===== config.mk =====
export PLATFORM = sky130hd
export DESIGN_NAME = ccu_capture_unit
export DESIGN_NICKNAME = d
export VERILOG_FILES = /design/src/core/ccu_pkg.sv /design/src/core/ccu_capture_unit.sv
export SDC_FILE = /design/constraint.sdc
export NUM_CORES = 1
export LEC_CHECK = 0
export ABC_AREA = 1
export BUFFER_PORTS_ARGS = -buffer_cell sky130_fd_sc_hd__buf_2
export CORE_UTILIZATION = 30
export DETAILED_ROUTE_END_ITERATION = 12
export PLACE_DENSITY = 0.52
export SLEW_MARGIN = 20
export SYNTH_ARGS = -nofsm -noshare
export SYNTH_HDL_FRONTEND = slang
export SYNTH_SLANG_ARGS = --single-unit

===== constraint.sdc =====
create_clock -name pclk -period 1.94 [get_ports pclk]
set_input_delay 0.194 -clock pclk [delete_from_list [all_inputs] [get_ports pclk]]
set_output_delay 0.194 -clock pclk [all_outputs]
set_load 0.03 [all_outputs]

===== src/core/ccu_pkg.sv =====
// constants of the counter capture unit: register map, fields, codes
// assumes a 32-bit apb slave with word-aligned registers
package ccu_pkg;

  // register byte addresses
  localparam logic [7:0] CCU_CTRL_ADDR   = 8'h00;
  localparam logic [7:0] CCU_CFG2_ADDR   = 8'h04;
  localparam logic [7:0] CCU_DIV_A_ADDR  = 8'h08;
  localparam logic [7:0] CCU_DIV_B_ADDR  = 8'h0c;
  localparam logic [7:0] CCU_CNT_A_ADDR  = 8'h10;
  localparam logic [7:0] CCU_CNT_B_ADDR  = 8'h14;
  localparam logic [7:0] CCU_STAT_ADDR   = 8'h18;
  localparam logic [7:0] CCU_MASK_ADDR   = 8'h1c;

  // control register fields
  localparam int CCU_RUN_LSB     = 0;
  localparam int CCU_UP_LSB      = 2;
  localparam int CCU_CASCADE_BIT = 4;

  // counter_config_two fields
  localparam int CCU_EDGE_LSB = 0;
  localparam int CCU_SRC_LSB  = 2;

  // edge select codes
  localparam logic [1:0] CCU_EDGE_OFF  = 2'h0;
  localparam logic [1:0] CCU_EDGE_RISE = 2'h1;
  localparam logic [1:0] CCU_EDGE_FALL = 2'h2;
  localparam logic [1:0] CCU_EDGE_BOTH = 2'h3;

  // source select codes
  localparam logic [1:0] CCU_SRC_PIN_TWO   = 2'h0;
  localparam logic [1:0] CCU_SRC_PIN_THREE = 2'h1;
  localparam logic [1:0] CCU_SRC_32K       = 2'h2;
  localparam logic [1:0] CCU_SRC_1K        = 2'h3;

  // reset values
  localparam logic [4:0] CCU_CTRL_RST  = 5'h00;
  localparam logic [3:0] CCU_CFG2_RST  = 4'h0;
  localparam logic [7:0] CCU_DIV_RST   = 8'h00;
  localparam logic [7:0] CCU_CNT_RST   = 8'h00;
  localparam logic [1:0] CCU_STAT_RST  = 2'h0;
  localparam logic [1:0] CCU_MASK_RST  = 2'h0;

  // counter wrap values
  localparam logic [7:0] CCU_CNT_MAX = 8'hff;
  localparam logic [7:0] CCU_CNT_MIN = 8'h00;

endpackage


===== src/core/ccu_capture_unit.sv =====
// counter a/b pair with shared capture condition and shadow registers
// assumes apb master on pclk; capture sources are asynchronous levels
//
// Decided for this implementation: register access over APB and the address map.
`timescale 1ns/100ps

module ccu_capture_unit
  import ccu_pkg::*;
(
  input  wire logic        pclk,
  input  wire logic        presetn,
  input  wire logic        psel,
  input  wire logic        penable,
  input  wire logic        pwrite,
  input  wire logic [7:0]  paddr,
  input  wire logic [31:0] pwdata,
  output logic      [31:0] prdata,
  output logic             pready,
  output logic             pslverr,
  input  wire logic        prescale_1k,
  input  wire logic        prescale_32k,
  input  wire logic        port_a_pin_two,
  input  wire logic        port_a_pin_three,
  output logic             counter_a_interrupt,
  output logic             counter_b_interrupt,
  output logic             irq
);

  function automatic logic [7:0] ccu_step(
    input logic [7:0] v,
    input logic       up
  );
    return up ? v + 8'h01 : v - 8'h01;
  endfunction

  function automatic logic ccu_hit(
    input logic [1:0] sel,
    input logic       now,
    input logic       was
  );
    logic rise;
    logic fall;
    rise = now & ~was;
    fall = ~now & was;
    return (sel == CCU_EDGE_RISE && rise) ||
           (sel == CCU_EDGE_FALL && fall) ||
           (sel == CCU_EDGE_BOTH && (rise || fall));
  endfunction

  logic [1:0]      run;
  logic [1:0]      up;
  logic            cascade_a_b_enable;
  logic [1:0]      capture_edge_select;
  logic [1:0]      capture_source_select;
  logic [1:0][7:0] div;
  logic [1:0][7:0] div_cnt;
  logic [1:0][7:0] cnt;
  logic [1:0][7:0] shadow;
  logic [1:0]      status;
  logic [1:0]      mask;
  logic [3:0]      src_meta;
  logic [3:0]      src_sync;
  logic [1:0]      cap_s1;
  logic [1:0]      cap_s2;
  logic [1:0]      cap_prev;

  wire logic        setup    = psel & ~penable;
  wire logic        wr       = psel & penable & pwrite;
  wire logic        wr_ctrl  = wr && paddr == CCU_CTRL_ADDR;
  wire logic        wr_cfg2  = wr && paddr == CCU_CFG2_ADDR;
  wire logic        wr_div_a = wr && paddr == CCU_DIV_A_ADDR;
  wire logic        wr_div_b = wr && paddr == CCU_DIV_B_ADDR;
  wire logic        wr_cnt_a = wr && paddr == CCU_CNT_A_ADDR;
  wire logic        wr_cnt_b = wr && paddr == CCU_CNT_B_ADDR;
  wire logic        wr_stat  = wr && paddr == CCU_STAT_ADDR;
  wire logic        wr_mask  = wr && paddr == CCU_MASK_ADDR;
  wire logic        cap_on   = capture_edge_select != CCU_EDGE_OFF;
  wire logic        addr_hit = paddr[7:5] == 3'h0 && paddr[1:0] == 2'h0;

  // counter tick enables; cascaded b runs on a's tick
  wire logic [1:0] raw_tick;
  assign raw_tick[0] = run[0] && div_cnt[0] == div[0];
  assign raw_tick[1] = run[1] && div_cnt[1] == div[1];
  wire logic [1:0] ctick;
  assign ctick[0] = raw_tick[0];
  assign ctick[1] = cascade_a_b_enable ? raw_tick[0] : raw_tick[1];

  // cascaded b follows a's direction
  wire logic dir_b = cascade_a_b_enable ? up[0] : up[1];

  wire logic carry_a = up[0] ? cnt[0] == CCU_CNT_MAX
                             : cnt[0] == CCU_CNT_MIN;
  wire logic step_b  = cascade_a_b_enable ? ctick[0] & carry_a
                                          : ctick[1];

  wire logic [7:0] next_cnt_a = ccu_step(cnt[0], up[0]);
  wire logic [7:0] next_cnt_b = ccu_step(cnt[1], dir_b);

  wire logic sel_src =
    capture_source_select == CCU_SRC_1K        ? src_sync[3] :
    capture_source_select == CCU_SRC_32K       ? src_sync[2] :
    capture_source_select == CCU_SRC_PIN_THREE ? src_sync[1] :
                                                 src_sync[0];

  wire logic [1:0] hit;
  assign hit[0] = ctick[0] &
                  ccu_hit(capture_edge_select, cap_s2[0], cap_prev[0]);
  assign hit[1] = ctick[1] &
                  ccu_hit(capture_edge_select, cap_s2[1], cap_prev[1]);

  wire logic [1:0] cap_event;
  assign cap_event[0] = hit[0] | (cascade_a_b_enable & hit[1]);
  assign cap_event[1] = hit[1] | (cascade_a_b_enable & hit[0]);

  wire logic [1:0] stat_clr = wr_stat ? pwdata[1:0] : 2'h0;

  wire logic [7:0] rd_a = cap_on ? shadow[0] : cnt[0];
  wire logic [7:0] rd_b = cap_on ? shadow[1] : cnt[1];

  wire logic [31:0] rd_data =
    paddr == CCU_CTRL_ADDR  ?
      {27'h0, cascade_a_b_enable, up, run} :
    paddr == CCU_CFG2_ADDR  ?
      {28'h0, capture_source_select, capture_edge_select} :
    paddr == CCU_DIV_A_ADDR ? {24'h0, div[0]} :
    paddr == CCU_DIV_B_ADDR ? {24'h0, div[1]} :
    paddr == CCU_CNT_A_ADDR ? {24'h0, rd_a} :
    paddr == CCU_CNT_B_ADDR ? {24'h0, rd_b} :
    paddr == CCU_STAT_ADDR  ? {30'h0, status} :
    paddr == CCU_MASK_ADDR  ? {30'h0, mask} : 32'h0;

  assign pready              = 1'b1;
  assign pslverr             = psel & penable & ~addr_hit;
  assign counter_a_interrupt = status[0] & mask[0];
  assign counter_b_interrupt = status[1] & mask[1];
  assign irq                 = counter_a_interrupt | counter_b_interrupt;

  // read data latched in setup, stable through access
  always_ff @(posedge pclk or negedge presetn) begin
    if (!presetn) begin
      prdata <= 32'h0;
    end else if (setup && !pwrite) begin
      prdata <= rd_data;
    end
  end

  // software must stop counters before editing these
  always_ff @(posedge pclk or negedge presetn) begin
    if (!presetn) begin
      {cascade_a_b_enable, up, run} <= CCU_CTRL_RST;
      {capture_source_select, capture_edge_select} <= CCU_CFG2_RST;
      mask <= CCU_MASK_RST;
    end else begin
      if (wr_ctrl) begin
        {cascade_a_b_enable, up, run} <= pwdata[CCU_CASCADE_BIT:0];
      end
      if (wr_cfg2) begin
        capture_edge_select   <= pwdata[CCU_EDGE_LSB +: 2];
        capture_source_select <= pwdata[CCU_SRC_LSB +: 2];
      end
      if (wr_mask) begin
        mask <= pwdata[1:0];
      end
    end
  end

  // tick dividers
  always_ff @(posedge pclk or negedge presetn) begin
    if (!presetn) begin
      div     <= {CCU_DIV_RST, CCU_DIV_RST};
      div_cnt <= {CCU_DIV_RST, CCU_DIV_RST};
    end else begin
      if (wr_div_a) begin
        div[0] <= pwdata[7:0];
      end
      if (wr_div_b) begin
        div[1] <= pwdata[7:0];
      end
      for (int i = 0; i < 2; i++) begin
        div_cnt[i] <= raw_tick[i] || !run[i] ? 8'h00
                                             : div_cnt[i] + 8'h01;
      end
    end
  end

  // load by write wins over a tick
  // 8-bit wrap, cascaded via carry into b
  always_ff @(posedge pclk or negedge presetn) begin
    if (!presetn) begin
      cnt <= {CCU_CNT_RST, CCU_CNT_RST};
    end else begin
      if (wr_cnt_a) begin
        cnt[0] <= pwdata[7:0];
      end else if (ctick[0]) begin
        cnt[0] <= next_cnt_a;
      end
      if (wr_cnt_b) begin
        cnt[1] <= pwdata[7:0];
      end else if (step_b) begin
        cnt[1] <= next_cnt_b;
      end
    end
  end

  // two flops on every raw source before the mux
  always_ff @(posedge pclk or negedge presetn) begin
    if (!presetn) begin
      src_meta <= 4'h0;
      src_sync <= 4'h0;
    end else begin
      src_meta <= {prescale_1k, prescale_32k,
                   port_a_pin_three, port_a_pin_two};
      src_sync <= src_meta;
    end
  end

  // edge history runs even when off, so enabling may fire
  always_ff @(posedge pclk or negedge presetn) begin
    if (!presetn) begin
      cap_s1   <= 2'h0;
      cap_s2   <= 2'h0;
      cap_prev <= 2'h0;
    end else begin
      for (int i = 0; i < 2; i++) begin
        if (ctick[i]) begin
          cap_s1[i]   <= sel_src;
          cap_s2[i]   <= cap_s1[i];
          cap_prev[i] <= cap_s2[i];
        end
      end
    end
  end

  always_ff @(posedge pclk or negedge presetn) begin
    if (!presetn) begin
      shadow <= {CCU_CNT_RST, CCU_CNT_RST};
    end else begin
      for (int i = 0; i < 2; i++) begin
        if (hit[i]) begin
          shadow[i] <= cnt[i];
        end
      end
    end
  end

  // sticky flags, set wins over clear
  // flag follows capture with no extra delay
  always_ff @(posedge pclk or negedge presetn) begin
    if (!presetn) begin
      status <= CCU_STAT_RST;
    end else begin
      status <= (status & ~stat_clr) | cap_event;
    end
  end

  shadow_load_a: assert property (@(posedge pclk) disable iff (!presetn)
    hit[0] |=> shadow[0] == $past(cnt[0]))
    else $error("shadow a not loaded with count");

  flag_after_cap_a: assert property (@(posedge pclk) disable iff (!presetn)
    hit[0] |=> status[0])
    else $error("capture a did not set flag");

  read_shadow_a: assert property (@(posedge pclk) disable iff (!presetn)
    setup && !pwrite && cap_on && paddr == CCU_CNT_A_ADDR
    |=> prdata[7:0] == $past(shadow[0]))
    else $error("capture read did not return shadow");

  source_one_k_a: assert property (@(posedge pclk) disable iff (!presetn)
    capture_source_select == CCU_SRC_1K |-> sel_src == src_sync[3])
    else $error("source select 1k mismatch");

  edge_off_quiet_a: assert property (@(posedge pclk) disable iff (!presetn)
    capture_edge_select == CCU_EDGE_OFF |-> hit == 2'h0)
    else $error("capture while disabled");

  rise_only_a: assert property (@(posedge pclk) disable iff (!presetn)
    hit[0] && capture_edge_select == CCU_EDGE_RISE
    |-> cap_s2[0] && !cap_prev[0])
    else $error("rising capture without rising edge");

  cascade_both_irq_a: assert property (@(posedge pclk)
    disable iff (!presetn)
    cascade_a_b_enable && (hit[0] || hit[1]) |=> status == 2'h3)
    else $error("cascaded capture missed a channel");

  tick_gate_b_a: assert property (@(posedge pclk) disable iff (!presetn)
    !ctick[1] |-> !hit[1])
    else $error("capture b outside its tick");

  wrap_up_a: assert property (@(posedge pclk) disable iff (!presetn)
    ctick[0] && up[0] && !wr_cnt_a && cnt[0] == CCU_CNT_MAX
    |=> cnt[0] == CCU_CNT_MIN)
    else $error("up wrap of counter a wrong");

  wrap_down_cas_a: assert property (@(posedge pclk)
    disable iff (!presetn)
    cascade_a_b_enable && ctick[0] && !up[0] && !wr_cnt_a &&
    !wr_cnt_b && cnt == 16'h0
    |=> cnt == 16'hffff)
    else $error("cascaded down wrap wrong");

  count_dir_a: assert property (@(posedge pclk) disable iff (!presetn)
    ctick[0] && !wr_cnt_a && !up[0] && cnt[0] != CCU_CNT_MIN
    |=> cnt[0] == $past(cnt[0]) - 8'h01)
    else $error("down count of counter a wrong");

  irq_level_a: assert property (@(posedge pclk) disable iff (!presetn)
    $rose(status[0]) && mask[0] |-> irq)
    else $error("unmasked flag not on irq");

  shadow_load_b_a: assert property (@(posedge pclk) disable iff (!presetn)
    hit[1] |=> shadow[1] == $past(cnt[1]))
    else $error("shadow b not loaded with count");

  flag_cap_b_a: assert property (@(posedge pclk) disable iff (!presetn)
    hit[1] |=> status[1])
    else $error("capture b did not set flag");

  read_live_b_a: assert property (@(posedge pclk) disable iff (!presetn)
    setup && !pwrite && !cap_on && paddr == CCU_CNT_B_ADDR
    |=> prdata[7:0] == $past(cnt[1]))
    else $error("live read of counter b wrong");

endmodule


==> qor.txt, run 1 <==
outcome = finished clean
Cell Pwr Density = 775 mW/mm^2
buffers plus inverters on the worst setup path = 1
Max FO, Critical Path = 8
clock skew after layout = 0.00647 ns
Post-synth EDFFs = 0
highest-count cells in the layout ignoring fill and taps = 264 x sky130_fd_sc_hd__nand2_1, 98 x sky130_fd_sc_hd__dfrtp_1, 89 x sky130_fd_sc_hd__inv_1
Final Routed Wirelength = 15700 um
CTS tree = yes
DR DRC count = 0
clock-pin slew on the worst setup and hold paths = 0.07 ns
number of buffers created by CTS = 9
slew margin rel. = 62.8%
deepest clock path buffer count = 2
post-synthesis register bit count = 99
internal cell power = 0.00366 W
CP max stage cell = sky130_fd_sc_hd__dfrtp_2
share of layout cells above drive strength 1 = 15.1%
family of cells with the greatest summed delay on the critical path = simple AND/OR/NAND/NOR gates
final number of max-transition violations = 0
area of the die = 0.0205 sq mm
max-capacitance violation count = 0
root buffer cell = sky130_fd_sc_hd__clkbuf_16
total congestion overflow = 0
overall power after layout = 0.00541 W
number of antenna violations at the first check in global routing = 0
commonest non-fill, non-tap cell in the layout = sky130_fd_sc_hd__nand2_1
count of inserted antenna diode cells = 0
Peak VDD IR = 0.453 mV
Yosys warnings = 0
Final min period = 1.81 ns
share of synthesized area occupied by flip-flops and latches = 41.4%
drt wl/cell = 13.7 um
mean number of vias per cell = 4.59
Skew-Pair Late Insertion Delay = 0.35 ns
Core ar. = 0.0195 sq mm
filler instances = 2109
pin count of the biggest net entering global routing = 100
cell count after synthesis = 807
vias after detailed routing = 5243
number of nets with antenna violations after routing = 0
first-pass detailed-route iteration total = 5
overall die width = 143 um
number of global-route vias before repair = 4791
Flop pwr share = 43.3%
Hold Path Class = in -> reg
most common cell type on the critical path = sky130_fd_sc_hd__nand2_1
CP endpoint kind = register
GRT Util Overall = 16.3%
count of cell types in the netlist = 41
number of rows in the core area = 51
starting density of the core = 30.6%
Final Hold Vio Count = 0
peak clock frequency supported by timing = 0.553 GHz
worst stage delay on the critical path = 0.44 ns
total of buffers placed on input and output ports = 36
final clock period utilization by the worst path = 93.2%
Switch Pwr = 0.00175 W
synthesized area divided by synthesized cell count = 7.41 sq um
Final GP Congestion = 0.843
total number of nets in the final design = 942
level count of the clock H-tree = 3
final instance area = 0.00699 sq mm
critical path class = reg -> reg
post-detailed-placement cell area = 0.00656 sq mm
Least-Margin Pin Slew = 0.558 ns
proportion of synthesized flip-flops having asynchronous set or reset = 100%
combinational cell fraction of total power = 24.8%
ordered list of cells on the worst path = nand2_2, o21ai_4, buf_12, ha_1, nand2_1, o21a_1, nand2_1, nand2_1, nand3_1, nand2_1, nand2_1, nand2_1
final setup violation count = 0
# clock sinks = 99
data required time of the critical path = 2.19 ns
half-perimeter wire length of the detailed placement result = 11700 um
Switching Share = 32.3%
Mapped Area = 0.00598 sq mm
Vert. Die Dim = 143 um
layout overhead on the synthesized area = 16.8%
critical path startpoint category = register
leakage dissipation = 3.43 nW
first-pass GRT wire length = 25400 um
CP arrival = 2.06 ns
share of total power in the clock network = 31.9%
dominant synthesized flop cell = sky130_fd_sc_hd__dfrtp_1
number of violations reported at the end of detailed-routing iteration 0 = 414
I/O pin count = 86
Fin Hold WS = 0.0998 ns
## worst min-delay path, cell delays in order
cell and delay, ns:
sky130_fd_sc_hd__buf_2 0.10, sky130_fd_sc_hd__nand2_1 0.05, sky130_fd_sc_hd__nand3_1 0.07
## synth_stat cells, types with 3 or more instances
| cell type | n | area, sq um |
|---|---|---|
| sky130_fd_sc_hd__a21oi_1 | 28 | 140 |
| sky130_fd_sc_hd__a21oi_2 | 4 | 35.0 |
| sky130_fd_sc_hd__buf_2 | 5 | 25.0 |
| sky130_fd_sc_hd__buf_4 | 25 | 188 |
| sky130_fd_sc_hd__clkbuf_1 | 4 | 15.0 |
| sky130_fd_sc_hd__dfrtp_1 | 99 | 2480 |
| sky130_fd_sc_hd__ha_1 | 18 | 225 |
| sky130_fd_sc_hd__inv_1 | 91 | 342 |
| sky130_fd_sc_hd__inv_2 | 8 | 30.0 |
| sky130_fd_sc_hd__nand2_1 | 266 | 998 |
| sky130_fd_sc_hd__nand2_2 | 4 | 25.0 |
| sky130_fd_sc_hd__nand3_1 | 52 | 260 |
| sky130_fd_sc_hd__nand4_1 | 22 | 138 |
| sky130_fd_sc_hd__nor2_1 | 46 | 173 |
| sky130_fd_sc_hd__nor2_2 | 7 | 43.8 |
| sky130_fd_sc_hd__nor3_1 | 9 | 45.0 |
| sky130_fd_sc_hd__nor3b_1 | 4 | 30.0 |
| sky130_fd_sc_hd__o211ai_1 | 5 | 37.5 |
| sky130_fd_sc_hd__o21ai_0 | 63 | 315 |
| sky130_fd_sc_hd__o21ai_2 | 4 | 35.0 |
| sky130_fd_sc_hd__or2_2 | 3 | 18.8 |
| sky130_fd_sc_hd__xnor2_1 | 4 | 35.0 |
| sky130_fd_sc_hd__xor2_1 | 7 | 61.3 |
## what timing repair did
item,CTS,global route
pin swaps,0,2
hold buffers,5,0
endpoints found under the hold margin,103,0
endpoints found under the setup margin,4,9
setup buffers,0,1
gates resized for setup,1,16
## through the flow
step           util, %  setup TNS (ns)  std cells  worst slack, ns
2_1_floorplan        -               0        830           0.0864
3_3_place_gp      33.6         -0.0388       1121          -0.0232
3_5_place_dp      33.6         -0.0551       1121          -0.0255
4_1_cts           35.3               0       1142           0.0409
5_1_grt           35.8        -0.00783       1143         -0.00783
6_report          35.8               0       1143            0.133
## worst paths after layout
kind,depth (start not counted),slack (ns),end,start
worst max register to register,12,0.13,cnt[15],cascade_a_b_enable
worst min register to register,0,0.35,src_sync[2],src_meta[2]
max in group asynchronous,3,1.05,cascade_a_b_enable,presetn
worst min-delay path,3,0.1,cnt[5],pwdata[5]
min in group asynchronous,3,0.43,div_cnt[2],presetn
worst max-delay path,12,0.13,cnt[15],cascade_a_b_enable
## power by group through the flow
| stage | logic (W) | registers (W) | clock network (W) |
|---|---|---|---|
| floorplan | 0.000934 | 0.00234 | 0 |
| global placement | 0.00127 | 0.00237 | 0 |
| detailed placement | 0.00127 | 0.00237 | 0 |
| CTS | 0.00129 | 0.00233 | 0.00178 |
| global route | 0.00153 | 0.00236 | 0.00186 |
| finish | 0.00134 | 0.00234 | 0.00173 |
## cells by family (layout without fill, tap and decap cells)
logic type / after synthesis / in the layout / synth area share [%]
and+or+nand+nor: 421 / 421 / 30.3
AOI/OAI and AO/OA: 118 / 118 / 11.6
adders and majority gates: 20 / 20 / 4.44
buffers and inverters: 136 / 184 / 10.5
xor gates and xnor gates: 11 / 11 / 1.61
DFF: 99 / 99 / 41.4
other: 2 / 25 / 0.126
## state kept, by name (all words and copies together) (netlist names), 4 cells and up
name,cells
cnt,16
shadow,16
div_cnt,16
src_sync,4
div,16
src_meta,4
prdata,8
## layer usage
| layer | part of all wire (%) | wire (um) | GRT usage, % | up-vias |
|---|---|---|---|---|
| li1 | - | - | - | 2687 |
| met1 | 50 | 7810 | 22.7 | 2436 |
| met2 | 45 | 7010 | 25.5 | 110 |
| met3 | 4.6 | 720 | 4.16 | 10 |
| met4 | 0.85 | 133 | 2.89 | 0 |
| met5 | 0 | 0 | 0 | - |
## cell type report
cell class	count	area (sq um)	share of cell area [%]
clock buffer	11	253	3.62
clock inverter	5	27.5	0.394
inverter	100	380	5.45
multi-input combinational	595	3040	43.5
sequential	99	2480	35.5
tap	265	332	4.75
timing repair buffer	68	473	6.77
(Power assumes the default switching activity.)
==> run 2: changes to the inputs <==
--- a/config.mk
+++ b/config.mk
@@ -7,8 +7,10 @@
 export LEC_CHECK = 0
 export ABC_AREA = 1
 export BUFFER_PORTS_ARGS = -buffer_cell sky130_fd_sc_hd__buf_2
+export CORE_MARGIN = 5
 export CORE_UTILIZATION = 30
 export DETAILED_ROUTE_END_ITERATION = 12
+export GPL_TIMING_DRIVEN = 0
 export PLACE_DENSITY = 0.52
 export SLEW_MARGIN = 20
 export SYNTH_ARGS = -nofsm -noshare
==> run 2 against run 1 <==
Clock skew rose by 0.00088 ns; setup slack got worse by 0.10 ns; register-to-register slack got worse by 0.10 ns; highest routed layer unchanged; cell count up 1.9%.
==> qor.txt, run 2 (synthesized netlist as in run 1, its figures left out) <==
outcome = finished clean (unchanged)
I/O pin count = 86 (unchanged)
first-pass detailed-route iteration total = 5 (unchanged)
number of buffers created by CTS = 9 (unchanged)
worst flop-to-flop path startpoint = cascade_a_b_enable (unchanged)
aggregate negative setup slack = 0 ns (unchanged)
Vert. Die Dim = 151 um (was 143 um)
final instance area = 0.00726 sq mm (was 0.00699 sq mm)
clock-pin slew on the worst setup and hold paths = 0.07 ns (about the same)
level count of the clock H-tree = 3 (unchanged)
number of antenna violations at the first check in global routing = 0 (unchanged)
RSZ-0062 raised after global routing = true
overall die width = 151 um (was 143 um)
GRT Util Overall = 15.1% (was 16.3%)
post-detailed-placement cell area = 0.00662 sq mm (was 0.00656 sq mm)
commonest non-fill, non-tap cell in the layout = sky130_fd_sc_hd__nand2_1 (unchanged)
final number of max-transition violations = 0 (unchanged)
total congestion overflow = 0 (unchanged)
number of rows in the core area = 51 (unchanged)
Max FO, Critical Path = 8 (unchanged)
count of inserted antenna diode cells = 0 (unchanged)
final setup violation count = 0 (unchanged)
layout overhead on the synthesized area = 21.4% (was 16.8%)
CP endpoint kind = register (unchanged)
number of nets with antenna violations after routing = 0 (unchanged)
worst hold path stage count = 3 (unchanged)
final clock period utilization by the worst path = 98.4% (was 93.2%)
root buffer cell = sky130_fd_sc_hd__clkbuf_16 (unchanged)
reg-to-reg setup timing slack = 0.03 ns (was 0.13 ns)
highest-count cells in the layout ignoring fill and taps = 259 x sky130_fd_sc_hd__nand2_1, 97 x sky130_fd_sc_hd__dfrtp_1, 87 x sky130_fd_sc_hd__inv_1 (was 264 x sky130_fd_sc_hd__nand2_1, 98 x sky130_fd_sc_hd__dfrtp_1, 89 x sky130_fd_sc_hd__inv_1)
most common cell type on the critical path = sky130_fd_sc_hd__nand2_1 (unchanged)
vias after detailed routing = 5358 (was 5243)
final setup slack of the worst path = 0.0316 ns (was 0.133 ns)
pin count of the biggest net entering global routing = 54 (was 100)
first-pass GRT wire length = 26600 um (was 25400 um)
Cell Count Post-Placement = 1132 (was 1121)
Final Hold Vio Count = 0 (unchanged)
Final Routed Wirelength = 16700 um (was 15700 um)
drt wl/cell = 14.3 um (was 13.7 um)
Final min period = 1.91 ns (was 1.81 ns)
Peak VDD IR = 0.427 mV (was 0.453 mV)
half-perimeter wire length of the detailed placement result = 12500 um (was 11700 um)
Fin Hold WS = 0.0867 ns (was 0.0998 ns)
hold path start = pwdata[5] (unchanged)
Core ar. = 0.0195 sq mm (unchanged)
DR DRC count = 0 (unchanged)
Skew-Pair Late Insertion Delay = 0.35 ns (about the same)
ordered list of cells on the worst path = buf_6, nand2_4, o21ai_4, buf_12, ha_4, nand2_4, inv_4, nand4_1, nand3_1, nand2_1, nand3_1, o21ai_1, nand2_1, nand2_1 (was nand2_2, o21ai_4, buf_12, ha_1, nand2_1, o21a_1, nand2_1, nand2_1, nand3_1, nand2_1, nand2_1, nand2_1)
post-placement setup slack = -0.304 ns (was -0.0255 ns)
CTS tree = yes (unchanged)
share of layout cells above drive strength 1 = 18.3% (was 15.1%)
number of violations reported at the end of detailed-routing iteration 0 = 359 (was 414)
CP arrival = 2.15 ns (was 2.06 ns)
max-capacitance violation count = 0 (unchanged)
slew margin rel. = 40.6% (was 62.8%)
mean number of vias per cell = 4.60 (was 4.59)
peak clock frequency supported by timing = 0.524 GHz (was 0.553 GHz)
post-layout instance count excluding filler cells = 1165 (was 1143)
clock skew after layout = 0.00734 ns (was 0.00647 ns)
worst stage delay on the critical path = 0.40 ns (was 0.44 ns)
critical path startpoint category = register (unchanged)
Final GP Congestion = 0.848 (was 0.843)
# clock sinks = 99 (unchanged)
critical path class = reg -> reg (unchanged)
terminating pin of the worst hold path = cnt[5] (unchanged)
number of global-route vias before repair = 5042 (was 4791)
total of buffers placed on input and output ports = 36 (unchanged)
Least-Margin Pin Slew = 0.888 ns (was 0.558 ns)
Cell Pwr Density = 767 mW/mm^2 (was 775 mW/mm^2)
deepest clock path buffer count = 2 (unchanged)
CP max stage cell = sky130_fd_sc_hd__dfrtp_1 (was sky130_fd_sc_hd__dfrtp_2)
depth of the most critical reg-to-reg path = 14 (was 12)
leakage dissipation = 3.61 nW (was 3.43 nW)
r2r endpoint = cnt[13] (was cnt[15])
total number of nets in the final design = 964 (was 942)
area of the die = 0.0229 sq mm (was 0.0205 sq mm)
Hold Path Class = in -> reg (unchanged)
starting density of the core = 30.6% (unchanged)
data required time of the critical path = 2.18 ns (was 2.19 ns)
## run 2: power by group
part / switching (W) / leakage [nW] / internal [W]
clock: 0.000791 / 0.142 / 0.000976
combinational: 0.000828 / 2.15 / 0.000621
sequential: 0.000174 / 1.32 / 0.00218
## run 2: routing by layer
layer	track usage, %	up-vias	share of wire (%)
met3	3.35	16	4.6
met2	23.3	104	45
met5	0	-	0
met1	21.5	2502	49
met4	3.45	0	1.0
li1	-	2736	-
## run 2: final cells by class
type / instances / area, sq um
buffer: 36 / 256
clock buffer: 13 / 270
clock inverter: 3 / 21.3
fill: 2130 / 12300
inverter: 100 / 388
multi-input combinational: 595 / 3150
sequential: 99 / 2480
tap: 265 / 332
timing repair buffer: 54 / 367
## run 2: through the flow
| step | utilization [%] | total power [W] |
|---|---|---|
| floorplan | - | 0.00328 |
| global placement | 33.7 | 0.00362 |
| detailed placement | 33.9 | 0.00363 |
| CTS | 36.3 | 0.00552 |
| global route | 37.2 | 0.00591 |
| finish | 37.2 | 0.00557 |
## run 2: worst max-delay path by stage
stage	startpoint	to	cells after the start
floorplan	up[0]	cnt[13]	11
global placement	presetn	cap_s1[1]	1
detailed placement	up[0]	cnt[15]	12
CTS	up[1]	cnt[15]	9
global route	cascade_a_b_enable	cnt[13]	14
finish	cascade_a_b_enable	cnt[13]	14
## run 2: timing repair
item / 4_1_cts / 5_1_grt
endpoints found under the hold margin: 50 / 0
resized for setup: 19 / 25
hold buffers: 5 / 0
endpoints found under the setup margin: 18 / 28
pin swaps: 4 / 14
setup buffers: 5 / 7
## run 2: worst max-delay path: cells and delay by family (launching register included)
| family | cells | cell delay (ns) |
|---|---|---|
| fa+ha+maj | 1 | 0.31 |
| simple gates | 8 | 0.61 |
| compound gates | 2 | 0.13 |
| buf+inv | 3 | 0.34 |
| flops | 1 | 0.40 |
